<file path="src/core/vic_pkg.sv">
// Purpose : Shared constants for the vectored interrupt controller.
// Assumes : APB with 32-bit data, one aligned word per register.
// Notes   : Source index order is also the fixed service priority.
package vic_pkg;

  // ----------------------------------------------------------------
  // Register map (byte addresses)
  // ----------------------------------------------------------------
  localparam logic [7:0] VIC_OFS_PRIMARY   = 8'h00;
  localparam logic [7:0] VIC_OFS_SECONDARY = 8'h04;
  localparam logic [7:0] VIC_OFS_EDGE      = 8'h08;
  localparam logic [7:0] VIC_OFS_STATUS    = 8'h0c;

  // ----------------------------------------------------------------
  // Field positions
  // ----------------------------------------------------------------
  localparam int VIC_P_MASTER_EN = 0;
  localparam int VIC_P_EXT_EN    = 1;
  localparam int VIC_P_T0_EN     = 2;
  localparam int VIC_P_T1_EN     = 3;
  localparam int VIC_P_EXT_F     = 4;
  localparam int VIC_P_T0_F      = 5;
  localparam int VIC_P_T1_F      = 6;
  localparam int VIC_S_ADC_EN    = 0;
  localparam int VIC_S_TB_EN     = 1;
  localparam int VIC_S_ADC_F     = 4;
  localparam int VIC_S_TB_F      = 5;
  localparam int VIC_E_SEL_LO    = 6;
  localparam int VIC_E_SEL_HI    = 7;

  // ----------------------------------------------------------------
  // Sources, vectors, reset values and timing
  // ----------------------------------------------------------------
  localparam int          VIC_NSRC     = 5;
  localparam logic [2:0]  VIC_SRC_EXT  = 3'h0;
  localparam logic [2:0]  VIC_SRC_T0   = 3'h1;
  localparam logic [2:0]  VIC_SRC_T1   = 3'h2;
  localparam logic [2:0]  VIC_SRC_ADC  = 3'h3;
  localparam logic [2:0]  VIC_SRC_TB   = 3'h4;
  localparam logic [7:0]  VIC_VEC_BASE = 8'h04;
  localparam logic [7:0]  VIC_REG_RST  = 8'h00;
  localparam logic [1:0]  VIC_EDGE_OFF = 2'h0;
  localparam logic [1:0]  VIC_EDGE_RISE = 2'h1;
  localparam logic [1:0]  VIC_EDGE_FALL = 2'h2;
  localparam logic [1:0]  VIC_EDGE_BOTH = 2'h3;
  localparam int          VIC_LAT_NORMAL = 2;
  localparam int          VIC_LAT_LONG   = 3;

  typedef enum logic [2:0] {
    VIC_ST_IDLE  = 3'b001,
    VIC_ST_WAIT  = 3'b010,
    VIC_ST_ENTER = 3'b100
  } vic_state_e;

endpackage : vic_pkg

</file>
<file path="src/core/vic_edge_if.sv">
// Purpose : Carries edge selection, pin level and detected edge.
// Assumes : Single clock domain.
// Notes   : None.
`timescale 1ns/1ns
interface vic_edge_if;
  logic [1:0] edge_sel;
  logic       pin_level;
  logic       edge_hit;
  modport det (input edge_sel, input pin_level, output edge_hit);
  modport ctl (output edge_sel, output pin_level, input edge_hit);
endinterface : vic_edge_if

</file>
<file path="src/core/vic_edge_detect.sv">
// Purpose : Edge detector for the external interrupt pin.
// Assumes : Pin level is synchronous to pclk.
// Notes   : The hit is registered, one cycle after the edge.
`timescale 1ns/1ns
module vic_edge_detect
  import vic_pkg::*;
(
  input  wire logic pclk,     // System clock.
  input  wire logic presetn,  // Asynchronous reset, active low.
  vic_edge_if.det   eif       // Edge select, pin level, hit.
);

  logic pin_q;
  logic hit_q;
  logic seen_q;
  wire  rise = eif.pin_level & ~pin_q;
  wire  fall = ~eif.pin_level & pin_q;
  wire  hit_d = ((eif.edge_sel == VIC_EDGE_RISE) & rise) |
                ((eif.edge_sel == VIC_EDGE_FALL) & fall) |
                ((eif.edge_sel == VIC_EDGE_BOTH) & (rise | fall));

  always_ff @(posedge pclk or negedge presetn)
  begin
    if (!presetn)
    begin
      pin_q  <= 1'b0;
      hit_q  <= 1'b0;
      seen_q <= 1'b0;
    end
    else
    begin
      // The first sample after reset only primes pin_q, so an idle pin gives no false edge.
      pin_q  <= eif.pin_level;
      hit_q  <= hit_d & seen_q;
      seen_q <= 1'b1;
    end
  end

  assign eif.edge_hit = hit_q;

endmodule : vic_edge_detect

</file>
<file path="src/core/vic_top.sv">
// Purpose : Prioritised vectored interrupt controller with APB registers.
// Assumes : instr_tick pulses once per instruction cycle (phase-two edge).
// Notes   : Zero-wait APB slave; unmapped addresses answer pslverr.
//
// Notes on behaviour
// - Source event sets its request flag when its own enable is set.
// - Accepted request pushes next address and loads the source vector.
// - Return-from-interrupt pops the saved address, resuming the program.
// - Entering service clears master enable, blocking nesting.
// - Flags keep latching while master enable is clear.
// - No acknowledge while the stack is full; wait for a pop.
// - Vector reached two or three instruction cycles after request.
// - Waking from sleep takes three instruction cycles to the vector.
// - Requests are sampled once per instruction cycle, at phase-two edge.
// - Fixed priority: external, timer 0, timer 1, conversion, time base.
// - Master enable at primary bit 0 gates all servicing.
// - Two-bit edge select: off, rising, falling, both.
// - External interrupt needs master and external enable plus edge flag.
// - Servicing clears the serviced source's request flag.
// - Pull-high on the shared pin stays active in interrupt use.
// - Primary bits 6..4 hold timer 1, timer 0, external flags.
// - Primary bits 3..1 hold enables; all bits reset to zero.
// - Secondary holds conversion, time base flags 4,5 and enables 0,1.
// - A set flag stays set until serviced or cleared by software.
//
// Implementation choices: the placing of the registers and the APB interface to the registers.
`timescale 1ns/1ns
module vic_top
  import vic_pkg::*;
#(
  parameter int LAT_NORMAL = VIC_LAT_NORMAL,  // Instruction cycles to vector.
  parameter int LAT_LONG   = VIC_LAT_LONG     // Cycles when stretched or waking.
)
(
  input  wire logic        pclk,            // System clock, 25 MHz.
  input  wire logic        presetn,         // Asynchronous reset, active low.
  input  wire logic        psel,            // APB select.
  input  wire logic        penable,         // APB enable.
  input  wire logic        pwrite,          // APB write direction.
  input  wire logic [7:0]  paddr,           // APB byte address.
  input  wire logic [31:0] pwdata,          // APB write data.
  output logic      [31:0] prdata,          // APB read data.
  output logic             pready,          // APB ready.
  output logic             pslverr,         // APB error on unmapped address.
  input  wire logic        instr_tick,      // Phase-two edge, once per cycle.
  input  wire logic        instr_long,      // Core needs an extra cycle.
  input  wire logic        sleep_mode,      // Core is in sleep.
  input  wire logic        stack_full,      // Return stack has no room.
  input  wire logic        return_from_irq_instr_exec,       // Return-from-irq executed.
  input  wire logic        ext_pin,         // Shared port line 3 level.
  input  wire logic        port_a_dir_bit3, // Port line 3 is an input.
  input  wire logic        pull_high_en,    // Pull-high requested for line 3.
  input  wire logic        timer0_ovf,      // Timer 0 overflow pulse.
  input  wire logic        timer1_ovf,      // Timer 1 overflow pulse.
  input  wire logic        conv_done,       // Conversion complete pulse.
  input  wire logic        timebase_ovf,    // Time base overflow pulse.
  output logic             irq_enter,       // Push next PC, load vector.
  output logic      [7:0]  irq_vector,      // Vector to load.
  output logic             pc_pop,          // Pop saved PC to resume.
  output logic             wake_req,        // Pending request while asleep.
  output logic             pull_high_out    // Pull-high drive for line 3.
);

  // ----------------------------------------------------------------
  // Elaboration checks
  // ----------------------------------------------------------------
  // The wait counter is three bits wide, which bounds the longer latency.
  if (LAT_NORMAL < 1 || LAT_LONG < LAT_NORMAL || LAT_LONG > 7)
  begin : g_bad_lat
    $error("vic_top: latency parameters out of range");
  end

  // ----------------------------------------------------------------
  // State
  // ----------------------------------------------------------------
  logic [VIC_NSRC-1:0] flag_q;
  logic [VIC_NSRC-1:0] flag_d;
  logic [VIC_NSRC-1:0] en_q;
  logic                master_q;
  logic                master_d;
  logic [1:0]          edge_sel_q;
  vic_state_e          state_q;
  vic_state_e          state_d;
  logic [2:0]          cnt_q;
  logic [2:0]          cnt_d;
  logic [2:0]          win_q;
  logic                pready_q;
  logic                pslverr_q;
  logic [31:0]         prdata_q;
  logic                enter_q;
  logic [7:0]          vector_q;
  logic                pop_q;
  logic                wake_q;
  logic                pull_q;

  // The pin detector hands over one registered pulse per qualifying edge,
  // so the flag logic sees each edge exactly once.
  vic_edge_if eif ();

  assign eif.edge_sel  = edge_sel_q;
  assign eif.pin_level = ext_pin;

  vic_edge_detect u_edge (
    .pclk    (pclk),
    .presetn (presetn),
    .eif     (eif)
  );

  // ----------------------------------------------------------------
  // APB decode
  // ----------------------------------------------------------------
  // Writes land at the access edge; the response registers look only at the
  // setup cycle, so the slave never inserts a wait state.
  wire setup_ph  = psel & ~penable;
  wire wr_now    = psel & penable & pready_q & pwrite;
  wire hit_pri   = (paddr == VIC_OFS_PRIMARY);
  wire hit_sec   = (paddr == VIC_OFS_SECONDARY);
  wire hit_edge  = (paddr == VIC_OFS_EDGE);
  wire hit_stat  = (paddr == VIC_OFS_STATUS);
  wire mapped    = hit_pri | hit_sec | hit_edge | hit_stat;
  wire wr_pri    = wr_now & hit_pri;
  wire wr_sec    = wr_now & hit_sec;
  wire wr_edge   = wr_now & hit_edge;

  // ----------------------------------------------------------------
  // Register views
  // ----------------------------------------------------------------
  wire [7:0] rd_pri  = {1'b0,
                        flag_q[VIC_SRC_T1], flag_q[VIC_SRC_T0], flag_q[VIC_SRC_EXT],
                        en_q[VIC_SRC_T1], en_q[VIC_SRC_T0], en_q[VIC_SRC_EXT],
                        master_q};
  wire [7:0] rd_sec  = {2'b00, flag_q[VIC_SRC_TB], flag_q[VIC_SRC_ADC],
                        2'b00, en_q[VIC_SRC_TB], en_q[VIC_SRC_ADC]};
  wire [7:0] rd_edge = {edge_sel_q, 6'h00};
  wire [7:0] rd_stat = {2'b00, win_q, state_q};
  wire [7:0] rd_sel  = hit_pri  ? rd_pri  :
                       hit_sec  ? rd_sec  :
                       hit_edge ? rd_edge :
                       hit_stat ? rd_stat : 8'h00;

  // Write values for the flag and enable bits, indexed by source.
  wire [VIC_NSRC-1:0] wr_flag_hit = {wr_sec, wr_sec, wr_pri, wr_pri, wr_pri};
  wire [VIC_NSRC-1:0] wr_flag_val = {pwdata[VIC_S_TB_F], pwdata[VIC_S_ADC_F],
                                     pwdata[VIC_P_T1_F], pwdata[VIC_P_T0_F],
                                     pwdata[VIC_P_EXT_F]};
  wire [VIC_NSRC-1:0] wr_en_val   = {pwdata[VIC_S_TB_EN], pwdata[VIC_S_ADC_EN],
                                     pwdata[VIC_P_T1_EN], pwdata[VIC_P_T0_EN],
                                     pwdata[VIC_P_EXT_EN]};

  // ----------------------------------------------------------------
  // Events and priority
  // ----------------------------------------------------------------
  // The pin only counts while it is configured as an input.
  wire ext_evt = eif.edge_hit & port_a_dir_bit3;
  wire [VIC_NSRC-1:0] evt = {timebase_ovf, conv_done, timer1_ovf, timer0_ovf, ext_evt};
  wire [VIC_NSRC-1:0] set_evt = evt & en_q;
  wire [VIC_NSRC-1:0] pend    = flag_q & en_q;

  wire [2:0] win_idx = pend[VIC_SRC_EXT] ? VIC_SRC_EXT :
                       pend[VIC_SRC_T0]  ? VIC_SRC_T0  :
                       pend[VIC_SRC_T1]  ? VIC_SRC_T1  :
                       pend[VIC_SRC_ADC] ? VIC_SRC_ADC : VIC_SRC_TB;
  wire any_pend = |pend;
  wire accept   = instr_tick & master_q & any_pend & ~stack_full;
  wire [2:0] lat = (sleep_mode | instr_long) ? 3'(LAT_LONG) : 3'(LAT_NORMAL);
  wire enter_now = (state_q == VIC_ST_ENTER) & ~stack_full;
  wire [7:0] vec_calc = 8'(VIC_VEC_BASE + {3'h0, win_q, 2'b00});

  // ----------------------------------------------------------------
  // Service sequence
  // ----------------------------------------------------------------
  // A later, higher-priority arrival waits for the next round. Entry also
  // waits while the stack is full, so a late return only delays the push
  // and never loses the request.
  always_comb
  begin
    state_d = state_q;
    cnt_d   = cnt_q;
    case (state_q)
      VIC_ST_IDLE:
      begin
        if (accept)
        begin
          cnt_d   = 3'(lat - 3'h1);
          state_d = (lat == 3'h1) ? VIC_ST_ENTER : VIC_ST_WAIT;
        end
      end
      VIC_ST_WAIT:
      begin
        if (instr_tick)
        begin
          cnt_d = 3'(cnt_q - 3'h1);
          if (cnt_q == 3'h1)
          begin
            state_d = VIC_ST_ENTER;
          end
        end
      end
      VIC_ST_ENTER:
      begin
        if (enter_now)
        begin
          state_d = VIC_ST_IDLE;
        end
      end
      default:
      begin
        state_d = VIC_ST_IDLE;
        cnt_d   = 3'h0;
      end
    endcase
  end

  // Master enable: cleared on entry, software write otherwise.
  assign master_d = enter_now ? 1'b0 :
                    wr_pri    ? pwdata[VIC_P_MASTER_EN] :
                    master_q;

  // ----------------------------------------------------------------
  // Request flags, one per source
  // ----------------------------------------------------------------
  genvar gi;
  for (gi = 0; gi < VIC_NSRC; gi++)
  begin : g_src
    wire svc_clr = enter_now & (win_q == 3'(gi));
    // A hardware event wins over a software or service clear.
    assign flag_d[gi] = set_evt[gi]     ? 1'b1 :
                        wr_flag_hit[gi] ? wr_flag_val[gi] :
                        svc_clr         ? 1'b0 :
                        flag_q[gi];

    always_ff @(posedge pclk or negedge presetn)
    begin
      if (!presetn)
      begin
        flag_q[gi] <= 1'b0;
        en_q[gi]   <= 1'b0;
      end
      else
      begin
        flag_q[gi] <= flag_d[gi];
        if (wr_flag_hit[gi])
        begin
          en_q[gi] <= wr_en_val[gi];
        end
      end
    end
  end

  // ----------------------------------------------------------------
  // Control registers
  // ----------------------------------------------------------------
  // The winner is latched only at accept, so the vector loaded later and
  // the flag cleared at entry always belong to the same source.
  always_ff @(posedge pclk or negedge presetn)
  begin
    if (!presetn)
    begin
      master_q   <= 1'b0;
      edge_sel_q <= VIC_EDGE_OFF;
      state_q    <= VIC_ST_IDLE;
      cnt_q      <= 3'h0;
      win_q      <= 3'h0;
    end
    else
    begin
      master_q <= master_d;
      state_q  <= state_d;
      cnt_q    <= cnt_d;
      if (wr_edge)
      begin
        edge_sel_q <= {pwdata[VIC_E_SEL_HI], pwdata[VIC_E_SEL_LO]};
      end
      if (accept && state_q == VIC_ST_IDLE)
      begin
        win_q <= win_idx;
      end
    end
  end

  // ----------------------------------------------------------------
  // Core-side outputs
  // ----------------------------------------------------------------
  // The pop follows the return by one clock. The wake request is a level
  // that stays up in sleep while any enabled flag is set, whatever the master enable,
  // so a masked source still ends sleep.
  always_ff @(posedge pclk or negedge presetn)
  begin
    if (!presetn)
    begin
      enter_q  <= 1'b0;
      vector_q <= 8'h00;
      pop_q    <= 1'b0;
      wake_q   <= 1'b0;
      pull_q   <= 1'b0;
    end
    else
    begin
      enter_q <= enter_now;
      if (enter_now)
      begin
        vector_q <= vec_calc;
      end
      pop_q  <= return_from_irq_instr_exec;
      wake_q <= sleep_mode & any_pend;
      pull_q <= pull_high_en;
    end
  end

  // ----------------------------------------------------------------
  // APB response
  // ----------------------------------------------------------------
  // Every setup cycle is answered in the access cycle that follows.
  // Writes to the status register are ignored and raise no error.
  always_ff @(posedge pclk or negedge presetn)
  begin
    if (!presetn)
    begin
      pready_q  <= 1'b0;
      pslverr_q <= 1'b0;
      prdata_q  <= 32'h0000_0000;
    end
    else
    begin
      pready_q  <= setup_ph;
      pslverr_q <= setup_ph & ~mapped;
      if (setup_ph)
      begin
        prdata_q <= {24'h00_0000, (pwrite ? VIC_REG_RST : rd_sel)};
      end
    end
  end

  assign prdata        = prdata_q;
  assign pready        = pready_q;
  assign pslverr       = pslverr_q;
  assign irq_enter     = enter_q;
  assign irq_vector    = vector_q;
  assign pc_pop        = pop_q;
  assign wake_req      = wake_q;
  assign pull_high_out = pull_q;

endmodule : vic_top

</file>
<file path="config.mk">
export PLATFORM = sky130hd
export DESIGN_NAME = vic_top
export DESIGN_NICKNAME = d
export VERILOG_FILES = /design/src/core/vic_pkg.sv /design/src/core/vic_edge_if.sv /design/src/core/vic_edge_detect.sv /design/src/core/vic_top.sv
export SDC_FILE = /design/constraint.sdc
export NUM_CORES = 1
export LEC_CHECK = 0
export ABC_AREA = 1
export BUFFER_PORTS_ARGS = -buffer_cell sky130_fd_sc_hd__buf_2
export CORE_MARGIN = 10
export CORE_UTILIZATION = 44
export DETAILED_ROUTE_END_ITERATION = 10
export PLACE_DENSITY = 0.87
export SETUP_SLACK_MARGIN = 0.15
export SYNTH_ARGS = -nofsm -noshare
export SYNTH_HDL_FRONTEND = slang
export SYNTH_SLANG_ARGS = --single-unit
export TNS_END_PERCENT = 5
</file>
<file path="constraint.sdc">
create_clock -name pclk -period 1.1 [get_ports pclk]
set_input_delay 0.275 -clock pclk [delete_from_list [all_inputs] [get_ports pclk]]
set_output_delay 0.275 -clock pclk [all_outputs]
set_load 0.005 [all_outputs]
</file>
==> results of run 1 <==
-- cell families after synthesis --
kind of cell | count (synthesis) | synth area share
flip-flops | 43 | 0.428
adder cells (fa/ha/maj) | 9 | 0.0447
other | 2 | 0.00298
AO/OA/AOI/OAI | 28 | 0.0770
buffers and inverters | 64 | 0.140
XOR/XNOR | 1 | 0.00348
AND/OR/NAND/NOR | 153 | 0.304
-- state kept, by name, summed over array words and instances (netlist names), 2 cells and up --
name,flops
win_q,3
en_q,5
edge_sel_q,2
prdata,8
irq_vector,4
cnt_q,3
flag_q,5
state_q,3
-- worst max-delay path, cell delays in order (launching register included) --
cell and delay, ps:
dfstp_2 590, inv_4 70, nand3_4 80, inv_2 60, buf_4 130, buf_4 120
nand4_1 80, nand2_1 50
-- layer usage --
metal,share of wire,up-vias
met5,0,-
met4,0.024,0
met3,0.088,19
met2,0.52,79
met1,0.37,1069
li1,-,1123
-- worst min path at each step --
stage | slack [ps] | endpoint | startpoint
2_1_floorplan | -20 | cnt_q[0] | presetn
3_3_place_gp | 200 | pslverr | presetn
3_5_place_dp | 210 | pslverr | presetn
4_1_cts | 70 | pc_pop | return_from_irq_instr_exec
5_1_grt | 50 | pc_pop | return_from_irq_instr_exec
6_report | 60 | pc_pop | return_from_irq_instr_exec
-- power by group --
part	total, uW	internal, uW	switching [uW]
Sequential	1740	1670	64.3
Clock	1290	688	599
Combinational	834	341	493
Total	3860	2700	1160
-- stage by stage --
step,utilization,instance area (sq um),total power [uW]
finish,0.629,3490,3860
CTS,0.601,3330,3740
global route,0.629,3490,4050
detailed placement,0.557,3090,2410
global placement,0.557,3090,2380
floorplan,-,2630,2210
-- placed cells by master (no fill, tap or decap), types with 3 or more instances in the layout --
cell type	count
ha_1	9
buf_6	8
nor3_4	3
nand3_2	9
inv_4	4
o21ai_0	3
nand3_4	6
nor2_4	7
dfrtp_1	41
nand4_1	5
nand2_2	16
a21oi_1	4
o211ai_2	3
inv_2	9
buf_2	48
o21ai_1	7
nand2_1	70
inv_1	20
nand2_4	3
clkbuf_8	5
nand3_1	20
conb_1	29
buf_4	44
nor2_1	11
-- area by class of cell --
cell class | instances | area, sq um | share of cell area
multi-input combinational | 221 | 1370 | 0.393
sequential | 43 | 1080 | 0.309
timing repair buffer | 102 | 691 | 0.198
inverter | 35 | 141 | 0.0406
tap | 72 | 90.1 | 0.0258
clock buffer | 5 | 68.8 | 0.0197
clock inverter | 3 | 47.5 | 0.0136
-- repair_timing --
action / in CTS / in global routing
cloned: 1 / 0
setup endpoints to repair: 52 / 55
hold buffers: 1 / 0
resized for setup: 25 / 32
hold endpoints to repair: 10 / 0
pin swaps: 17 / 18
setup buffers: 3 / 5
==> flow_metrics.env, run 1 <==
export IMPL_status="complete, but fails checks"
export IMPL_violations="setup timing"
export IMPL_r2r_end="state_q[2]"
export IMPL_grt_overflow_total=0
export IMPL_finalCritPeriodShare=1.15
export IMPL_reg2reg_from="state_q[0]"
export IMPL_ys_warn_count=0
export IMPL_drc=0
export IMPL_htreeDepth=2
export IMPL_clock_latency_ps=310
export IMPL_yosys_top_cells_count="nand2_1, dfrtp_1, buf_4, nand3_1, inv_1"
export IMPL_p_per_area_mw_per_mm2=1110
export IMPL_drive_gt1_frac=0.443
export IMPL_drv_cap=0
export IMPL_antenna_left=0
export IMPL_synth_edf_count=0
export IMPL_grt_pass1_wl_microns=11300
export IMPL_seq_area_frac_synth=0.428
export IMPL_numCtsBuffers=5
export IMPL_diodes=0
export IMPL_synth_area_leaders="dfrtp_1, nand2_1, buf_4, nand3_1, ha_1"
export IMPL_finalSetupViolCount=24
export IMPL_portBuffers=50
export IMPL_end_kind="flop"
export IMPL_use_met1=0.173
export IMPL_antenna_found_initial=0
export IMPL_rsz0062_at_grt="true"
export IMPL_syn_inst=300
export IMPL_routabilityCongestion=0.894
export IMPL_leakage_uw=0.00191
export IMPL_wire_per_inst_microns=15.0
export IMPL_fmax_mhz=788
export IMPL_yosys_register_bits=43
export IMPL_clock_root_buffer="clkbuf_8"
export IMPL_whs_ps=61.9
export IMPL_synth_top_flop_cell="dfrtp_1"
export IMPL_vias=2290
export IMPL_dp_slack_ps=-217
export IMPL_timing_final_ws_setup_ps=-170
export IMPL_busiest_layer="met2"
export IMPL_post_synth_top_count_cell="nand2_1"
export IMPL_avgViaCountPerCell=4.76
export IMPL_start_util=0.454
export IMPL_grt_max_degree=20
export IMPL_core_area_sq_mm=0.00554
export IMPL_io_pins=103
export IMPL_die_area_sq_mm=0.00915
export IMPL_cts_sinks=43
export IMPL_hold_depth=1
export IMPL_crit_required_ps=1300
export IMPL_drtIter0Drc=143
export IMPL_grt_pass1_vias=2392
export IMPL_finalHoldViolCount=0
export IMPL_rows=27
export IMPL_syn_area_sq_mm=0.00252
export IMPL_final_nets=474
export IMPL_criticalPathCategory="reg2reg"
export IMPL_grtUsageMet2=0.276
export IMPL_period_needed_ps=1270
export IMPL_slew_violations=0
export IMPL_holdCritPathClass="in2reg"
export IMPL_synth_top_cell_area_share=0.417
export IMPL_crit_path_start_kind="flop"
export IMPL_yosysTopAreaCell="dfrtp_1"
export IMPL_postSynthAreaPerCell_sq_um=8.39
export IMPL_synth_cell_types=36
export IMPL_area_growth_pct=38.5
export IMPL_dp_hpwl_microns=5270
export IMPL_die_w_microns=95.6
export IMPL_crit_end="state_q[2]"
export IMPL_fillerInstances=450
export IMPL_finalSetupTns_ps=-2160
export IMPL_routed_wl_microns=7220
export IMPL_use_met3=0.0463
export IMPL_reg2regPathDepth=7
export IMPL_ys_async_sr_fraction=1.00
export IMPL_vdd_drop_max_mv=0.704
export IMPL_cp_arrival_ps=1470
export IMPL_placed_cells=463
export IMPL_crit_fanout=4
export IMPL_dr_pass1_iters=4
export IMPL_fp_dieH_microns=95.6
export IMPL_crit_start="state_q[0]"
export IMPL_cts_tree="built"
export IMPL_grt_total_usage=0.157
export IMPL_cts_buffer_depth=2
export IMPL_layout_cells_non_filler=481
export IMPL_path_clk_slew_ps=90
export IMPL_r2r_slack_ps=-170
export IMPL_fin_skew_ps=9.95
(Power assumes the default switching activity.)
==> run 2: changes to the inputs <==
--- a/config.mk
+++ b/config.mk
@@ -7,11 +7,13 @@
 export LEC_CHECK = 0
 export ABC_AREA = 1
 export BUFFER_PORTS_ARGS = -buffer_cell sky130_fd_sc_hd__buf_2
-export CORE_MARGIN = 10
+export CORE_MARGIN = 2
 export CORE_UTILIZATION = 44
 export DETAILED_ROUTE_END_ITERATION = 10
 export PLACE_DENSITY = 0.87
+export RECOVER_POWER = 50
 export SETUP_SLACK_MARGIN = 0.15
+export SKIP_CTS_REPAIR_TIMING = 1
 export SYNTH_ARGS = -nofsm -noshare
 export SYNTH_HDL_FRONTEND = slang
 export SYNTH_SLANG_ARGS = --single-unit
==> run 2 against run 1 <==
Effect of this change: largest power group unchanged; sequential share of layout area is 0.81 points higher; final cell count shrank 0.62%; critical path depth rose by 2; sequential power about the same; critical path type unchanged; combinational power is 7.4% lower; count of clock-buffer cells in the layout increased by 3; die area shrank 31%; core utilization shrank 1.3 points; global-route usage grew 3.5 points; the flow still finishes with violations (setup timing); clock power shrank 15%; wire length fell by 16%; setup slack improved by 26 ps.
==> flow_metrics.env, run 2 (synthesized netlist as in run 1, its figures left out) <==
export IMPL_status="complete, but fails checks"
export IMPL_violations="setup timing"
export IMPL_mostFrequentLayoutCell="nand2_1"
export IMPL_final_nets=471
export IMPL_min_delay_start="return_from_irq_instr_exec"
export IMPL_use_met3=0.0373
export IMPL_grtUsageMet2=0.321
export IMPL_avgViaCountPerCell=4.78
export IMPL_cp_arrival_ps=1430
export IMPL_diodes=0
export IMPL_reg2reg_from="state_q[0]"
export IMPL_drc=0
export IMPL_dr_pass1_iters=4
export IMPL_crit_path_start_kind="flop"
export IMPL_vias=2286
export IMPL_whs_ps=82.4
export IMPL_use_met1=0.253
export IMPL_antenna_found_initial=0
export IMPL_crit_fanout=4
export IMPL_start_util=0.457
export IMPL_grt_max_degree=18
export IMPL_drive_gt1_frac=0.409
export IMPL_end_kind="flop"
export IMPL_leakage_uw=0.00187
export IMPL_cts_tree="built"
export IMPL_antenna_left=0
export IMPL_final_area_sq_mm=0.00339
export IMPL_timing_final_ws_setup_ps=-144
export IMPL_grt_pass1_wl_microns=9580
export IMPL_crit_start="state_q[0]"
export IMPL_grt_overflow_total=0
export IMPL_area_growth_pct=34.8
export IMPL_htreeDepth=2
export IMPL_finalCritPeriodShare=1.13
export IMPL_io_pins=103
export IMPL_period_needed_ps=1240
export IMPL_numCtsBuffers=5
export IMPL_cts_buffer_depth=2
export IMPL_largest_register_ffs=8
export IMPL_fmax_mhz=804
export IMPL_rsz0062_at_grt="true"
export IMPL_drv_cap=0
export IMPL_dp_slack_ps=-224
export IMPL_core_area_sq_mm=0.00551
export IMPL_clock_root_buffer="clkbuf_8"
export IMPL_die_area_sq_mm=0.00634
export IMPL_die_w_microns=79.6
export IMPL_slowest_stage="dfstp_2"
export IMPL_cts_sinks=43
export IMPL_grt_pass1_vias=2167
export IMPL_portBuffers=50
export IMPL_busiest_layer="met2"
export IMPL_dp_hpwl_microns=4640
export IMPL_criticalPathCategory="reg2reg"
export IMPL_worstPathCellList="inv_4, nand3_4, inv_2, nand2_2, nand2_2, inv_2, nand3_2, nand2_1, nand2_1"
export IMPL_holdCritPathClass="in2reg"
export IMPL_fp_dieH_microns=79.6
export IMPL_clock_latency_ps=290
export IMPL_wire_per_inst_microns=12.7
export IMPL_crit_required_ps=1290
export IMPL_rows=27
export IMPL_finalHoldViolCount=0
export IMPL_layout_common_cells="nand2_1, buf_2, buf_4"
export IMPL_finalSetupViolCount=19
export IMPL_routed_wl_microns=6090
export IMPL_slew_violations=0
export IMPL_grt_total_usage=0.192
export IMPL_power_uw=3600
export IMPL_fillerInstances=459
export IMPL_max_stage_delay_ps=580
export IMPL_path_clk_slew_ps=80
export IMPL_post_dp_cell_area_sq_mm=0.00310
export IMPL_p_per_area_mw_per_mm2=1060
export IMPL_drtIter0Drc=119
export IMPL_fin_skew_ps=4.32
export IMPL_vdd_drop_max_mv=0.643
export IMPL_r2r_slack_ps=-140
export IMPL_routabilityCongestion=0.906
[run 2: cell types whose count changed in the layout (fill, tap and decap cells not counted), sizes merged]
cell and delta:
buf -7, clkinv -1, inv -1, bufinv -1
nor2 -1, clkbuf +8
[run 2: final timing paths]
kind,to,cells after the start
hold reg to reg,prdata[5],2
setup / recovery,state_q[1],9
max in group asynchronous,en_q[3],3
hold / removal,pc_pop,1
min in group asynchronous,prdata[0],2
setup reg to reg,state_q[1],9
[run 2: power by group]
group,internal (uW),switching [uW],leakage (uW)
combinational,295,477,0.00125
sequential,1670,58.9,0.000565
clock,573,522,0.0000515
total,2540,1060,0.00187
[run 2: layout make-up]
cell class / instances / area, sq um / share of cell area
multi-input combinational: 220 / 1350 / 0.397
sequential: 43 / 1080 / 0.317
inverter: 35 / 139 / 0.0409
tap: 72 / 90.1 / 0.0265
clock buffer: 8 / 100 / 0.0295
timing repair buffer: 100 / 641 / 0.189
[run 2: critical path, delay by kind of cell (launching register included)]
family	cells	cell delay (ps)
flops	1	580
simple gates	6	380
buf+inv	3	180
[run 2: metal layers]
layer,vias to the layer above,wire length (microns)
li1,1121,-
met1,1091,2580
met2,65,3100
met3,9,321
met4,0,92
met5,-,0
[run 2: metrics by stage]
stage / cells / TNS [ps] / utilization
floorplan: 327 / -401 / -
global placement: 465 / -3680 / 0.563
detailed placement: 465 / -5010 / 0.563
CTS: 473 / -3130 / 0.581
global route: 478 / -3970 / 0.616
finish: 478 / -1970 / 0.616
==> run 3: changes to the inputs <==
--- a/config.mk
+++ b/config.mk
@@ -5,12 +5,12 @@
 export SDC_FILE = /design/constraint.sdc
 export NUM_CORES = 1
 export LEC_CHECK = 0
-export ABC_AREA = 1
+export ABC_AREA = 0
 export BUFFER_PORTS_ARGS = -buffer_cell sky130_fd_sc_hd__buf_2
 export CORE_MARGIN = 2
-export CORE_UTILIZATION = 44
+export CORE_UTILIZATION = 43
 export DETAILED_ROUTE_END_ITERATION = 10
-export PLACE_DENSITY = 0.87
+export PLACE_DENSITY = 0.86
 export RECOVER_POWER = 50
 export SETUP_SLACK_MARGIN = 0.15
 export SKIP_CTS_REPAIR_TIMING = 1
==> run 3 against run 2 <==
Effect of this change: the run still ends with setup timing left; wire length up 6.1%; sequential share of layout area up 0.67 points; first-iteration DRC count up 45%; global-route usage up 0.93 points; fmax down 34%; register-to-register slack worse by 480 ps; power down 19%; flip-flop and latch count unchanged; clock power down 6%; critical endpoint is now en_q[0]; largest power group unchanged.
==> flow_metrics.env, run 3 <==
export IMPL_path_buf_inv=1
export IMPL_finalSetupViolCount=41
export IMPL_synth_edf_count=0
export IMPL_cts_tree="built"
export IMPL_ys_warn_count=0
export IMPL_seq_area_frac_synth=0.447
export IMPL_postSynthAreaPerCell_sq_um=10.0
export IMPL_yosys_top_cells_count="dfrtp_1, buf_4, nand2_1, inv_1, o21ai_0"
export IMPL_htreeDepth=2
export IMPL_dr_pass1_iters=4
export IMPL_violations="setup timing"
export IMPL_drtIter0Drc=173
export IMPL_portBuffers=50
export IMPL_crit_start="paddr[1]"
export IMPL_min_delay_start="pull_high_en"
export IMPL_clock_latency_ps=300
export IMPL_slowest_stage="or4_4"
export IMPL_finalSetupTns_ps=-17490
export IMPL_synth_top_flop_cell="dfrtp_1"
export IMPL_power_uw=2920
export IMPL_dp_slack_ps=-1120
export IMPL_grt_total_usage=0.202
export IMPL_synth_area_leaders="dfrtp_1, buf_4, ha_1, mux2_2, nand2_1"
export IMPL_grt_overflow_total=0
export IMPL_p_per_area_mw_per_mm2=879
export IMPL_synth_cell_types=51
export IMPL_antenna_found_initial=0
export IMPL_fmax_mhz=530
export IMPL_max_stage_delay_ps=520
export IMPL_finalCritPeriodShare=1.71
export IMPL_clock_root_buffer="clkbuf_8"
export IMPL_cts_sinks=43
export IMPL_r2r_slack_ps=-620
export IMPL_leakage_uw=0.00171
export IMPL_numCtsBuffers=5
export IMPL_dp_hpwl_microns=4530
export IMPL_status="complete, but fails checks"
export IMPL_wire_per_inst_microns=15.4
export IMPL_finalHoldViolCount=0
export IMPL_area_growth_pct=37.8
export IMPL_grt_pass1_vias=2109
export IMPL_vdd_drop_max_mv=0.598
export IMPL_synth_top_cell_area_share=0.436
export IMPL_routabilityCongestion=0.908
export IMPL_avgViaCountPerCell=5.21
export IMPL_io_pins=103
export IMPL_final_nets=413
export IMPL_cp_arrival_ps=2070
export IMPL_crit_path_frequent_cell="or4_4"
export IMPL_largest_register_ffs=8
export IMPL_routed_wl_microns=6470
export IMPL_grt_max_degree=44
export IMPL_drive_gt1_frac=0.450
export IMPL_crit_fanout=6
export IMPL_crit_path_start_kind="input port"
export IMPL_grt_pass1_wl_microns=9810
export IMPL_cts_buffer_depth=2
export IMPL_slew_violations=0
export IMPL_diodes=0
export IMPL_die_w_microns=78.9
export IMPL_syn_area_sq_mm=0.00241
export IMPL_vias=2184
export IMPL_post_synth_top_count_cell="dfrtp_1"
export IMPL_fin_skew_ps=6.24
export IMPL_core_area_sq_mm=0.00547
export IMPL_utilization=0.607
export IMPL_antenna_left=0
export IMPL_die_area_sq_mm=0.00623
export IMPL_rows=27
export IMPL_period_needed_ps=1890
export IMPL_end_kind="flop"
export IMPL_start_util=0.441
export IMPL_cp_top_family="simple AND/OR/NAND/NOR gates"
export IMPL_timing_final_ws_setup_ps=-785
export IMPL_path_clk_slew_ps=80
export IMPL_syn_inst=241
export IMPL_yosys_register_bits=43
export IMPL_yosysTopAreaCell="dfrtp_1"
export IMPL_rsz0062_at_grt="true"
export IMPL_worstPathCellList="buf_6, or4_4, or4_4, nor3_4, mux2_4"
export IMPL_crit_required_ps=1290
export IMPL_holdCritPathClass="in2reg"
export IMPL_reg2reg_from="state_q[0]"
export IMPL_ys_async_sr_fraction=1.00
export IMPL_drc=0
export IMPL_fp_dieH_microns=78.9
export IMPL_mostFrequentLayoutCell="buf_4"
export IMPL_drv_cap=0
export IMPL_criticalPathCategory="in2reg"
export IMPL_layout_common_cells="buf_4, buf_2, dfrtp_1"
run 3: cell types whose count changed after synthesis, moves of 8 or more:
cell     change
inv_1       -11
inv_2        -8
mux2_2       +9
nand2_1     -59
nand3_1     -26
o21ai_0      +9
o21ai_1      -9
run 3: worst register-to-register path: cells and delay by family, from the launching register on:
family / cells / cell delay [ps]
multiplexers: 1 / 310
AND/OR/NAND/NOR: 2 / 730
flip-flops: 1 / 560
run 3: worst paths after layout:
path | end | cells past startpoint
worst max register to register | win_q[2] | 3
worst min register to register | u_edge.eif.edge_hit | 1
min in group asynchronous | wake_req | 3
max in group asynchronous | state_q[0] | 3
worst min-delay path | pull_high_out | 1
worst max-delay path | en_q[0] | 5
run 3: kinds of logic (layout without fill, tap and decap cells):
family,count (synthesis),in the layout,synth area share
simple gates,74,74,0.171
buf+inv,52,131,0.130
compound gates,51,51,0.157
flops,43,43,0.447
mux,10,10,0.0462
fa+ha+maj,9,9,0.0467
other cells,2,29,0.00311
run 3: metal layers:
metal  GRT usage  wire length, microns
met3      0.0352                   370
met4      0.0759                   150
met1       0.251                  2610
met2       0.350                  3340
met5           0                     0
run 3: per-stage QoR:
stage | instance area (sq um) | cells | hold slack [ps]
after floorplan | 2510 | 268 | -20.6
after global placement | 3040 | 410 | 268
after detailed placement | 3040 | 410 | 273
after CTS | 3130 | 417 | -52.5
after global routing | 3320 | 419 | 65.6
final | 3320 | 419 | 75.5
run 3: final cells by class:
class | count | area [sq um]
Timing Repair Buffer | 110 | 718
Clock buffer | 6 | 82.6
Inverter | 14 | 55.1
Clock inverter | 1 | 5.00
Sequential cell | 43 | 1080
Fill cell | 458 | 2150
Tap cell | 72 | 90.1
Multi-Input combinational cell | 173 | 1290
run 3: power by group:
part / switching [uW] / internal (uW) / total, uW
Clock: 538 / 493 / 1030
Sequential: 11.2 / 1600 / 1610
Combinational: 166 / 115 / 281
